===== src/usbic_pkg.sv =====
// Shared constants and types for the hub microcontroller interrupt controller
package usbic_pkg;
	localparam int          ADDR_W         = 8;
	localparam int          DATA_W         = 8;
	localparam int          PC_W           = 13;
	localparam int          NUM_SRC        = 12;
	localparam int          NUM_EP         = 5;
	localparam int          NUM_PORT       = 4;
	localparam int          NUM_GPIO       = 11;
	localparam int          GPIO_P0_W      = 8;
	localparam logic [7:0]  OFS_GLOBAL_EN  = 8'h20;
	localparam logic [7:0]  OFS_EP_EN      = 8'h21;
	localparam logic [7:0]  OFS_DAC_EN     = 8'h22;
	localparam logic [7:0]  OFS_STATUS     = 8'hff;
	localparam logic [7:0]  GLOBAL_EN_MASK = 8'h6f;
	localparam logic [7:0]  EP_EN_MASK     = 8'h1f;
	localparam logic [7:0]  DAC_EN_MASK    = 8'h01;
	localparam logic [7:0]  STATUS_WR_MASK = 8'h7b;
	localparam logic [7:0]  STATUS_RESET   = 8'h11;
	localparam int          ST_IRQ_PEND    = 7;
	localparam int          ST_BUS_RESET   = 5;
	localparam int          ST_IE_SENSE    = 2;
	localparam int          GE_BUS_RESET   = 0;
	localparam int          GE_T128        = 1;
	localparam int          GE_T1024       = 2;
	localparam int          GE_HUB         = 3;
	localparam int          GE_GPIO        = 5;
	localparam int          GE_I2C         = 6;
	localparam int          SRC_BUS_RESET  = 0;
	localparam int          SRC_T128       = 1;
	localparam int          SRC_T1024      = 2;
	localparam int          SRC_EP_BASE    = 3;
	localparam int          SRC_HUB        = 8;
	localparam int          SRC_DAC        = 9;
	localparam int          SRC_GPIO       = 10;
	localparam int          SRC_I2C        = 11;
	localparam int          CLK_MHZ        = 10;
	localparam int          SE0_MIN_NS     = 12000;
	localparam int          SE0_MAX_NS     = 16000;
	localparam int          SE0_CYCLES     = (SE0_MIN_NS * CLK_MHZ + 999) / 1000;
	localparam int          CALL_CYCLES    = 10;
	localparam logic [3:0]  CALL_LAST      = 4'(CALL_CYCLES - 1);
	localparam logic [7:0]  SE0_LAST       = 8'(SE0_CYCLES - 1);
	typedef struct packed {
		logic [PC_W-1:0] pc;
		logic            carry_flag;
		logic            zero_flag;
	} usbic_stack_t;
	typedef struct packed {
		logic [NUM_PORT-1:0] connectChange;
		logic [NUM_PORT-1:0] portForced;
		logic [NUM_PORT-1:0] babble;
		logic [NUM_PORT-1:0] resumeDetect;
		logic [NUM_PORT-1:0] portEnable;
	} usbic_hub_t;
	typedef enum logic [0:0] {
		CALL_IDLE = 1'b0,
		CALL_RUN  = 1'b1
	} usbic_call_t;
endpackage : usbic_pkg


===== src/usbic_controller.sv =====
// Interrupt controller with its sources, register port and vector call sequencer
//
// Behaviour
// - Endpoint enable register, bits 0-4 used
// - Reset clears all three interrupt enable registers
// - One pending flop per source, sticky
// - Request only when pending and enabled
// - Accept only at instruction completion
// - Clear global enable, pending, then call
// - Call pushes program counter, carry, zero
// - Return restores state, sets global enable
// - Enable/disable instructions touch global enable
// - Status bit 7 shows pending enabled request
// - Lowest vector number wins arbitration
// - Vector n at address 2n, reset zero
// - Vector call takes ten clock cycles
// - Both data lines low 12us is reset
// - Bus reset sets status, clears hub registers
// - Bus reset pending latched when SE0 ends
// - Bus reset aborts start-up delay
// - Endpoint events only on final ACK
// - Hub events: connect, babble, resume gated
// - Forced ports give no connect interrupt
// - All GPIO pins share one vector
// - GPIO lockout until pin inactive or disabled
// - Global source enable register, bits 4,7 reserved
`timescale 1ns/1ps
`default_nettype none
module usbic_controller (
	input  wire logic                                clk,
	input  wire logic                                resetn,
	input  wire logic [usbic_pkg::ADDR_W-1:0]        regAddr,
	input  wire logic [usbic_pkg::DATA_W-1:0]        regWdata,
	input  wire logic                                regWr,
	input  wire logic                                regRd,
	output logic      [usbic_pkg::DATA_W-1:0]        regRdata,
	input  wire logic                                instrDone,
	input  wire logic                                eiExec,
	input  wire logic                                diExec,
	input  wire logic                                retiExec,
	input  wire usbic_pkg::usbic_stack_t             cpuState,
	input  wire usbic_pkg::usbic_stack_t             popData,
	output usbic_pkg::usbic_stack_t                  pushData,
	output logic                                     pushValid,
	output usbic_pkg::usbic_stack_t                  restoreData,
	output logic                                     restoreValid,
	output logic                                     globalIe,
	output logic                                     callBusy,
	output logic                                     vectorCall,
	output logic      [15:0]                         vectorAddr,
	input  wire logic                                upDplus,
	input  wire logic                                upDminus,
	input  wire logic                                startupDelayActive,
	output logic                                     startupAbort,
	output logic                                     addrRegClear,
	output logic                                     hubRegClear,
	input  wire logic                                tick128,
	input  wire logic                                tick1024,
	input  wire logic [usbic_pkg::NUM_EP-1:0]        epInHostAck,
	input  wire logic [usbic_pkg::NUM_EP-1:0]        epOutDevAck,
	input  wire usbic_pkg::usbic_hub_t               hubStatus,
	input  wire logic                                dacEvent,
	input  wire logic                                i2cEvent,
	input  wire logic [usbic_pkg::NUM_GPIO-1:0]      gpioPin,
	input  wire logic [usbic_pkg::NUM_GPIO-1:0]      gpioPinEnable,
	input  wire logic [1:0]                          gpioPolarity
);
	logic [7:0]                      globalEn;
	logic [7:0]                      epEn;
	logic [7:0]                      dacEn;
	logic [7:0]                      statusCtl;
	logic [usbic_pkg::NUM_SRC-1:0]   pending;
	logic [usbic_pkg::NUM_SRC-1:0]   srcEnable;
	logic [usbic_pkg::NUM_SRC-1:0]   srcSet;
	logic [usbic_pkg::NUM_SRC-1:0]   irqReq;
	logic [usbic_pkg::NUM_SRC-1:0]   acceptMask;
	logic [3:0]                      winIdx;
	logic                            anyReq;
	logic                            accept;
	usbic_pkg::usbic_call_t          callState;
	logic [3:0]                      callCount;
	logic [3:0]                      callIdx;
	logic                            se0;
	logic [7:0]                      se0Count;
	logic                            busResetSeen;
	logic                            busResetDetect;
	logic                            busResetEnd;
	logic                            hubEvent;
	logic [usbic_pkg::NUM_GPIO-1:0]  gpioActive;
	logic [usbic_pkg::NUM_GPIO-1:0]  gpioActivePrev;
	logic [usbic_pkg::NUM_GPIO-1:0]  gpioRise;
	logic [usbic_pkg::NUM_GPIO-1:0]  gpioLock;
	logic [usbic_pkg::NUM_GPIO-1:0]  next_gpioLock;
	logic                            gpioTrigger;
	logic [7:0]                      regRead;

	// Source enables in vector order
	assign srcEnable = {globalEn[usbic_pkg::GE_I2C], globalEn[usbic_pkg::GE_GPIO], dacEn[0],
		globalEn[usbic_pkg::GE_HUB], epEn[usbic_pkg::NUM_EP-1:0], globalEn[usbic_pkg::GE_T1024],
		globalEn[usbic_pkg::GE_T128], globalEn[usbic_pkg::GE_BUS_RESET]};
	assign irqReq = pending & srcEnable;
	assign anyReq = |irqReq;

	// Lowest index wins
	always_comb begin
		winIdx = 4'h0;
		for (int i = usbic_pkg::NUM_SRC - 1; i >= 0; i--) begin
			if (irqReq[i]) begin
				winIdx = 4'(i);
			end
		end
	end

	// Taken only on an instruction boundary, never mid-instruction
	assign accept = instrDone && globalIe && anyReq && (callState == usbic_pkg::CALL_IDLE);
	assign acceptMask = accept ? (usbic_pkg::NUM_SRC'(1) << winIdx) : '0;

	// Upstream bus reset: SE0 counted from the minimum time
	assign se0 = !upDplus && !upDminus;
	assign busResetDetect = se0 && !busResetSeen && (se0Count == usbic_pkg::SE0_LAST);
	assign busResetEnd = !se0 && busResetSeen;

	always_ff @(posedge clk or negedge resetn) begin
		if (!resetn) begin
			se0Count <= 8'h00;
		end else if (!se0) begin
			se0Count <= 8'h00;
		end else if (se0Count != usbic_pkg::SE0_LAST) begin
			se0Count <= se0Count + 8'h01;
		end
	end

	always_ff @(posedge clk or negedge resetn) begin
		if (!resetn) begin
			busResetSeen <= 1'b0;
		end else if (busResetDetect) begin
			busResetSeen <= 1'b1;
		end else if (busResetEnd) begin
			busResetSeen <= 1'b0;
		end
	end

	// Registers outside this block are cleared by these pulses
	always_ff @(posedge clk or negedge resetn) begin
		if (!resetn) begin
			addrRegClear <= 1'b0;
			hubRegClear  <= 1'b0;
			startupAbort <= 1'b0;
		end else begin
			addrRegClear <= busResetDetect;
			hubRegClear  <= busResetDetect;
			startupAbort <= busResetDetect && startupDelayActive;
		end
	end

	// Hub change events; forced ports report no connect change
	assign hubEvent = |(hubStatus.connectChange & ~hubStatus.portForced)
		| |((hubStatus.babble | hubStatus.resumeDetect) & hubStatus.portEnable);

	// GPIO trigger detection, one vector for all pins
	genvar g;
	generate
		for (g = 0; g < usbic_pkg::NUM_GPIO; g++) begin : gen_gpio
			localparam int PORT = (g < usbic_pkg::GPIO_P0_W) ? 0 : 1;
			assign gpioActive[g] = gpioPinEnable[g] && (gpioPin[g] == gpioPolarity[PORT]);
		end
	endgenerate
	assign gpioRise = gpioActive & ~gpioActivePrev;

	// Lock holds the lowest-numbered pin that fired; it blocks all others until released
	always_comb begin
		next_gpioLock = gpioLock;
		gpioTrigger   = 1'b0;
		if (|gpioLock) begin
			if ((gpioLock & gpioActive) == '0) begin
				next_gpioLock = '0;
			end
		end else if (|gpioRise) begin
			gpioTrigger   = 1'b1;
			next_gpioLock = gpioRise & (~gpioRise + usbic_pkg::NUM_GPIO'(1));
		end
	end

	always_ff @(posedge clk or negedge resetn) begin
		if (!resetn) begin
			gpioLock       <= '0;
			gpioActivePrev <= '0;
		end else begin
			gpioLock       <= next_gpioLock;
			gpioActivePrev <= gpioActive;
		end
	end

	// Source events in vector order
	assign srcSet = {i2cEvent, gpioTrigger, dacEvent, hubEvent,
		epInHostAck | epOutDevAck, tick1024, tick128, busResetEnd};

	// A new event wins over the clear at acceptance
	always_ff @(posedge clk or negedge resetn) begin
		if (!resetn) begin
			pending <= '0;
		end else begin
			pending <= (pending & ~acceptMask) | srcSet;
		end
	end

	// Global enable bit of the CPU
	always_ff @(posedge clk or negedge resetn) begin
		if (!resetn) begin
			globalIe <= 1'b0;
		end else if (accept) begin
			globalIe <= 1'b0;
		end else if (retiExec || eiExec) begin
			globalIe <= 1'b1;
		end else if (diExec) begin
			globalIe <= 1'b0;
		end
	end

	// Call sequencer: push at acceptance, vector after the full call time
	always_ff @(posedge clk or negedge resetn) begin
		if (!resetn) begin
			callState  <= usbic_pkg::CALL_IDLE;
			callCount  <= 4'h0;
			callIdx    <= 4'h0;
			vectorCall <= 1'b0;
			vectorAddr <= 16'h0000;
			callBusy   <= 1'b0;
		end else begin
			vectorCall <= 1'b0;
			unique case (callState)
				usbic_pkg::CALL_IDLE: begin
					if (accept) begin
						callState <= usbic_pkg::CALL_RUN;
						callCount <= 4'h1;
						callIdx   <= winIdx;
						callBusy  <= 1'b1;
					end
				end
				usbic_pkg::CALL_RUN: begin
					if (callCount == usbic_pkg::CALL_LAST) begin
						callState  <= usbic_pkg::CALL_IDLE;
						callBusy   <= 1'b0;
						vectorCall <= 1'b1;
						vectorAddr <= {11'h000, callIdx + 4'h1, 1'b0};
					end else begin
						callCount <= callCount + 4'h1;
					end
				end
			endcase
		end
	end

	// Only the program counter and two flags travel through the stack
	always_ff @(posedge clk or negedge resetn) begin
		if (!resetn) begin
			pushData     <= '0;
			pushValid    <= 1'b0;
			restoreData  <= '0;
			restoreValid <= 1'b0;
		end else begin
			pushValid    <= accept;
			restoreValid <= retiExec;
			if (accept) begin
				pushData <= cpuState;
			end
			if (retiExec) begin
				restoreData <= popData;
			end
		end
	end

	// Enable registers; reserved bits never store
	always_ff @(posedge clk or negedge resetn) begin
		if (!resetn) begin
			globalEn <= 8'h00;
			epEn     <= 8'h00;
			dacEn    <= 8'h00;
		end else if (regWr) begin
			if (regAddr == usbic_pkg::OFS_GLOBAL_EN) begin
				globalEn <= regWdata & usbic_pkg::GLOBAL_EN_MASK;
			end
			if (regAddr == usbic_pkg::OFS_EP_EN) begin
				epEn <= regWdata & usbic_pkg::EP_EN_MASK;
			end
			if (regAddr == usbic_pkg::OFS_DAC_EN) begin
				dacEn <= regWdata & usbic_pkg::DAC_EN_MASK;
			end
		end
	end

	// Status register; a detected bus reset wins over a software clear
	always_ff @(posedge clk or negedge resetn) begin
		if (!resetn) begin
			statusCtl <= usbic_pkg::STATUS_RESET;
		end else begin
			if (regWr && regAddr == usbic_pkg::OFS_STATUS) begin
				statusCtl <= regWdata & usbic_pkg::STATUS_WR_MASK;
			end
			if (busResetDetect) begin
				statusCtl[usbic_pkg::ST_BUS_RESET] <= 1'b1;
			end
		end
	end

	always_comb begin
		regRead = 8'h00;
		unique case (regAddr)
			usbic_pkg::OFS_GLOBAL_EN: regRead = globalEn;
			usbic_pkg::OFS_EP_EN:     regRead = epEn;
			usbic_pkg::OFS_DAC_EN:    regRead = dacEn;
			usbic_pkg::OFS_STATUS: begin
				regRead = statusCtl;
				regRead[usbic_pkg::ST_IRQ_PEND] = anyReq;
				regRead[usbic_pkg::ST_IE_SENSE] = globalIe;
			end
			default:                  regRead = 8'h00;
		endcase
	end

	always_ff @(posedge clk or negedge resetn) begin
		if (!resetn) begin
			regRdata <= 8'h00;
		end else begin
			regRdata <= regRd ? regRead : 8'h00;
		end
	end

	property p_accept_clears_ie;
		@(posedge clk) disable iff (!resetn) accept |=> !globalIe;
	endproperty
	a_accept_clears_ie: assert property (p_accept_clears_ie) else $error("global enable kept after accept");

	property p_call_latency;
		@(posedge clk) disable iff (!resetn) accept |=> (!vectorCall)[*8] ##1 !vectorCall ##1 vectorCall;
	endproperty
	a_call_latency: assert property (p_call_latency) else $error("vector call not ten cycles after accept");

	property p_vector_addr;
		logic [3:0] idx;
		@(posedge clk) disable iff (!resetn) (accept, idx = winIdx) |-> ##10 (vectorAddr == {11'h000, idx + 4'h1, 1'b0});
	endproperty
	a_vector_addr: assert property (p_vector_addr) else $error("vector address not twice the vector number");

	property p_pending_cleared;
		logic [3:0] idx;
		@(posedge clk) disable iff (!resetn) (accept && !srcSet[winIdx], idx = winIdx) |=> !pending[idx];
	endproperty
	a_pending_cleared: assert property (p_pending_cleared) else $error("serviced pending flag not cleared");

	property p_priority;
		@(posedge clk) disable iff (!resetn) accept |-> ((irqReq & ((usbic_pkg::NUM_SRC'(1) << winIdx) - 1'b1)) == '0);
	endproperty
	a_priority: assert property (p_priority) else $error("lower vector number was passed over");

	property p_no_accept_mid_instr;
		@(posedge clk) disable iff (!resetn) $rose(callBusy) |-> $past(instrDone) && $past(globalIe);
	endproperty
	a_no_accept_mid_instr: assert property (p_no_accept_mid_instr) else $error("call started off an instruction boundary");

	property p_return_from_handler_instruction_sets_ie;
		@(posedge clk) disable iff (!resetn) (retiExec && !accept) |=> globalIe && restoreValid && restoreData == $past(popData);
	endproperty
	a_return_from_handler_instruction_sets_ie: assert property (p_return_from_handler_instruction_sets_ie) else $error("return did not restore state and enable");

	property p_bus_reset_end;
		@(posedge clk) disable iff (!resetn) (busResetSeen && !se0) |=> pending[usbic_pkg::SRC_BUS_RESET] && !busResetSeen;
	endproperty
	a_bus_reset_end: assert property (p_bus_reset_end) else $error("bus reset not latched at end of SE0");

	property p_bus_reset_status;
		@(posedge clk) disable iff (!resetn) busResetDetect |=> statusCtl[usbic_pkg::ST_BUS_RESET] && hubRegClear && addrRegClear;
	endproperty
	a_bus_reset_status: assert property (p_bus_reset_status) else $error("bus reset side effects missing");

	property p_gpio_lockout;
		@(posedge clk) disable iff (!resetn)
			(|gpioLock && |(gpioLock & gpioActive)) |-> !gpioTrigger ##1 (gpioLock == $past(gpioLock));
	endproperty
	a_gpio_lockout: assert property (p_gpio_lockout) else $error("gpio trigger during lockout");
endmodule : usbic_controller
`default_nettype wire


===== config.mk =====
export PLATFORM = sky130hd
export DESIGN_NAME = usbic_controller
export DESIGN_NICKNAME = d
export VERILOG_FILES = /design/src/usbic_pkg.sv /design/src/usbic_controller.sv
export SDC_FILE = /design/constraint.sdc
export NUM_CORES = 1
export LEC_CHECK = 0
export ABC_AREA = 1
export CAP_MARGIN = 15
export CORE_ASPECT_RATIO = 0.8
export CORE_MARGIN = 8
export CORE_UTILIZATION = 30
export CTS_BUF_LIST = sky130_fd_sc_hd__clkbuf_4
export CTS_CLUSTER_SIZE = 14
export DETAILED_ROUTE_END_ITERATION = 10
export DONT_BUFFER_PORTS = 1
export GPL_ROUTABILITY_DRIVEN = 0
export RECOVER_POWER = 100
export SLEW_MARGIN = 10
export SYNTH_ARGS = -nofsm -noshare
export SYNTH_HDL_FRONTEND = slang
export SYNTH_SLANG_ARGS = --single-unit

===== constraint.sdc =====
create_clock -name clk -period 3.1 [get_ports clk]
set_input_delay 0.31 -clock clk [delete_from_list [all_inputs] [get_ports clk]]
set_output_delay 0.31 -clock clk [all_outputs]
set_load 0.005 [all_outputs]

==> results by group <==
Detailed routing
  – Iter 0 DRT Violations: around 320
  – # DRC: 0
  – Via count: around 4,500
  – Final ANT Viol Nets: 0
  – Wire per inst: roughly 15 um
  – DR vias/cell: 4.53
  – Drt total wl: about 15 mm
  – Drt pass-1 iters: 6

Clock network
  – Skew-Pair Late Insertion Delay: 0.51 ns
  – CTS buffer count: 17
  – Reg clk slew, reported paths: between 0.1 and 0.15 ns
  – Postcts setup bufs: 0
  – # H-tree levels: 4
  – Clock root buffer: clkbuf_4
  – CTS tree: done
  – Clk sinks: 119
  – Clk buf depth: 2

Timing
  – Worst slew margin: -7.70%
  – Setup TNS: 0 ns
  – Fin. max-slew vios: 120
  – Final period util: about four fifths
  – Hold WS: 0.0733 ns
  – Final WS setup: 0.622 ns
  – RSZ-0062 raised after global routing: no
  – Transition time of the tightest slew-check pin: ~1.6 ns
  – Min Tclk post-route: 2.48 ns
  – Fmax: between 0.4 and 0.5 GHz
  – Clk_skew: approximately 0.017 ns
  – Final Hold Fails: 0
  – Endpoints failing setup: 0

Synthesis
  – Post-synth top area cell: dfrtp_1
  – Synth Register Bits: approximately 120
  – Post-synthesis sequential area ratio: ~55%
  – Primary FF master, synth: dfrtp_1
  – Syn Area/Cell: roughly 8.5 um2
  – Yosys warning count: 0
  – Synth Instances: approximately 650
  – Post-synth top area share: a little over half
  – Top post-synthesis cells by area: dfrtp_1 (54%), nand2_1 (15%), inv_1 (5.6%), nor2_1 (3.4%), mux2_2 (2.7%)
  – Mapped Area: ~5500 um2
  – Synth unique cells: 43
  – EDFF count, synth: 0
  – Synth async-reset ratio: 100%

Worst setup path
  – Reg2Reg Launch Point: globalEn[0]
  – FF-to-FF setup slack: approximately 0.75 ns
  – CP Capture Point: gpioLock[3]
  – R2R Path End: callIdx[1]
  – Worst R2R Path Depth: 9
  – CP required: approximately 3.5 ns
  – CP bufs+invs: 3
  – Cell Chain, Critical Path: dlygate4sd3_1 -> o21ai_0 -> dlygate4sd3_1 -> nor2_1 -> nand2_1 -> nand2_1 -> nor2_1 -> nand3_2 -> o21ai_0 -> nand2_4 -> clkinvlp_2 -> nand2_1 -> o21ai_1
  – Crit path from: gpioPinEnable[3]
  – Critical Path End Type: flop
  – Crit path max-delay family: buffers and inverters
  – Max incr delay on CP: approximately 0.56 ns
  – Critical-path maximum fanout: 6
  – Critical-path top delay cell: dlygate4sd3_1
  – Critical Path Most Common Cell: nand2_1
  – WP data arrival: 2.90 ns
  – WP depth: 13
  – WS Path Type: in2reg
  – CP Launch Type: primary input

Pwr
  – Lkg Pwr: 3.47 nW
  – Cell Pwr Density: 627 nW/um2
  – Worst VDD drop: 0.255 mV

Final layout
  – Utilization after layout: a little under two fifths
  – Nets: 863
  – Layout Cells excl Fill: between 900 and 1,000
  – Most frequent cells in the layout: nand2_1 (219), dfrtp_1 (117), dlygate4sd3_1 (85)
  – N_diodes: 0
  – Area growth syn-to-layout: 25.2%
  – Commonest non-fill, non-tap cell in the layout: nand2_1
  – Layout cells sized above 1: under 10%

Floorplanning
  – Rows: 44
  – Die H: about 140 um
  – Die W: about 170 um
  – Core area: ~18,000 um2
  – I/O pin count: roughly 180
  – Starting Density: 30.3%
  – Die ar.: 22,800 um2

Place
  – IO Port Bufs: 0
  – Placed Cells incl. Taps: about 870
  – Pre-CTS setup slack: about 1.2 ns
  – Post-DP HPWL: approximately 10 mm

Global routing
  – First-pass GRT wire length: between 20 and 25 mm
  – Initial antenna violation count: 0
  – Vias in the first global route: approximately 4,500
  – Grt total ovfl: 0
  – Pin count of the biggest net entering global routing: 120
  – Total Routing Usage GR: 12.9%

Outcome
  – Failing checks: max-capacitance violations, max-slew violations
  – Outcome: finished, violations left

Min path
  – Min-Delay Startpoint: hubStatus[13]
  – Worst hold-check path type: in2reg

Flow run
  – Number of max-cap violations: 1
-- flip-flops by register name, summed over array words and instances, names as in the netlist, 4 cells and up --
register,count
statusCtl,6
se0Count,8
regRdata,8
epEn,5
vectorAddr,4
callIdx,4
pending,12
globalEn,6
gpioActivePrev,11
restoreData,15
callCount,4
pushData,15
gpioLock,11
-- report_power, final --
part	switching [W]	internal, W
Sequential	0.000215	0.00181
Combinational	0.000617	0.000363
Clock	0.000623	0.000658
Total	0.00145	0.00283
-- cells by family after synthesis --
| logic type | after synthesis | synth area share, % |
|---|---|---|
| fa+ha+maj | 4 | 0.916 |
| flops | 119 | 54.6 |
| buf+inv | 104 | 8.06 |
| other cells | 1 | 0.0686 |
| compound gates | 74 | 8.13 |
| xor+xnor | 6 | 0.962 |
| simple gates | 325 | 24.6 |
| mux | 13 | 2.68 |
-- layer usage --
metal	wire, um	global-route usage (%)	vias up
li1	-	-	2227
met1	6570	15.9	2068
met2	6690	20.8	163
met3	1250	5.22	13
met4	121	3.39	0
met5	0	0	-
-- cells in the mapped netlist, types with 3 or more instances --
cell / count
nand4_1: 11
buf_4: 13
nor4_1: 5
inv_1: 81
clkbuf_1: 5
o21ai_1: 7
ha_1: 4
xor2_1: 4
nor2_1: 50
dfrtp_1: 117
nand2_1: 219
o21ai_0: 28
a31oi_1: 3
a21oi_1: 13
o21bai_1: 5
nand3_1: 19
a22oi_1: 5
nor3_1: 9
mux2_2: 13
inv_2: 3
o32ai_1: 3
-- worst reg2reg max path, delay by kind of cell, from the launching register on --
family,cells,cell delay [ns]
DFF,1,0.43
buffers and inverters,2,0.74
AOI/OAI and AO/OA,1,0.20
and+or+nand+nor,6,0.85
-- timing repair --
action | CTS | global route
hold endpoints to repair | 196 | 0
hold buffers | 86 | 0
gates resized for setup | 0 | 0
-- through the flow --
| stage | cell area, um2 | power [W] |
|---|---|---|
| 2_1_floorplan | 5500 | 0.00271 |
| 3_3_place_gp | 5680 | 0.00294 |
| 3_5_place_dp | 5680 | 0.00296 |
| 4_1_cts | 6890 | 0.00440 |
| 5_1_grt | 6840 | 0.00460 |
| 6_report | 6840 | 0.00429 |
-- how the worst min path moves through the flow --
stage	end	slack, ns	cells after the start
6_report	pending[8]	0.07	3
5_1_grt	pending[8]	0.01	3
4_1_cts	pending[8]	0.01	3
3_5_place_dp	restoreData[7]	0.02	0
3_3_place_gp	restoreData[8]	0.02	0
2_1_floorplan	busResetSeen	0.01	0
-- area by class of cell --
cell class | count | area, um2
flip-flops and latches | 119 | 2980
multi-input cells | 434 | 2060
clock inverters | 14 | 198
inverters | 85 | 320
repair buffers | 87 | 862
fillers | 1792 | 11200
clock buffers | 18 | 135
well taps | 230 | 288
No activity file was read; power rests on OpenSTA's default activity.
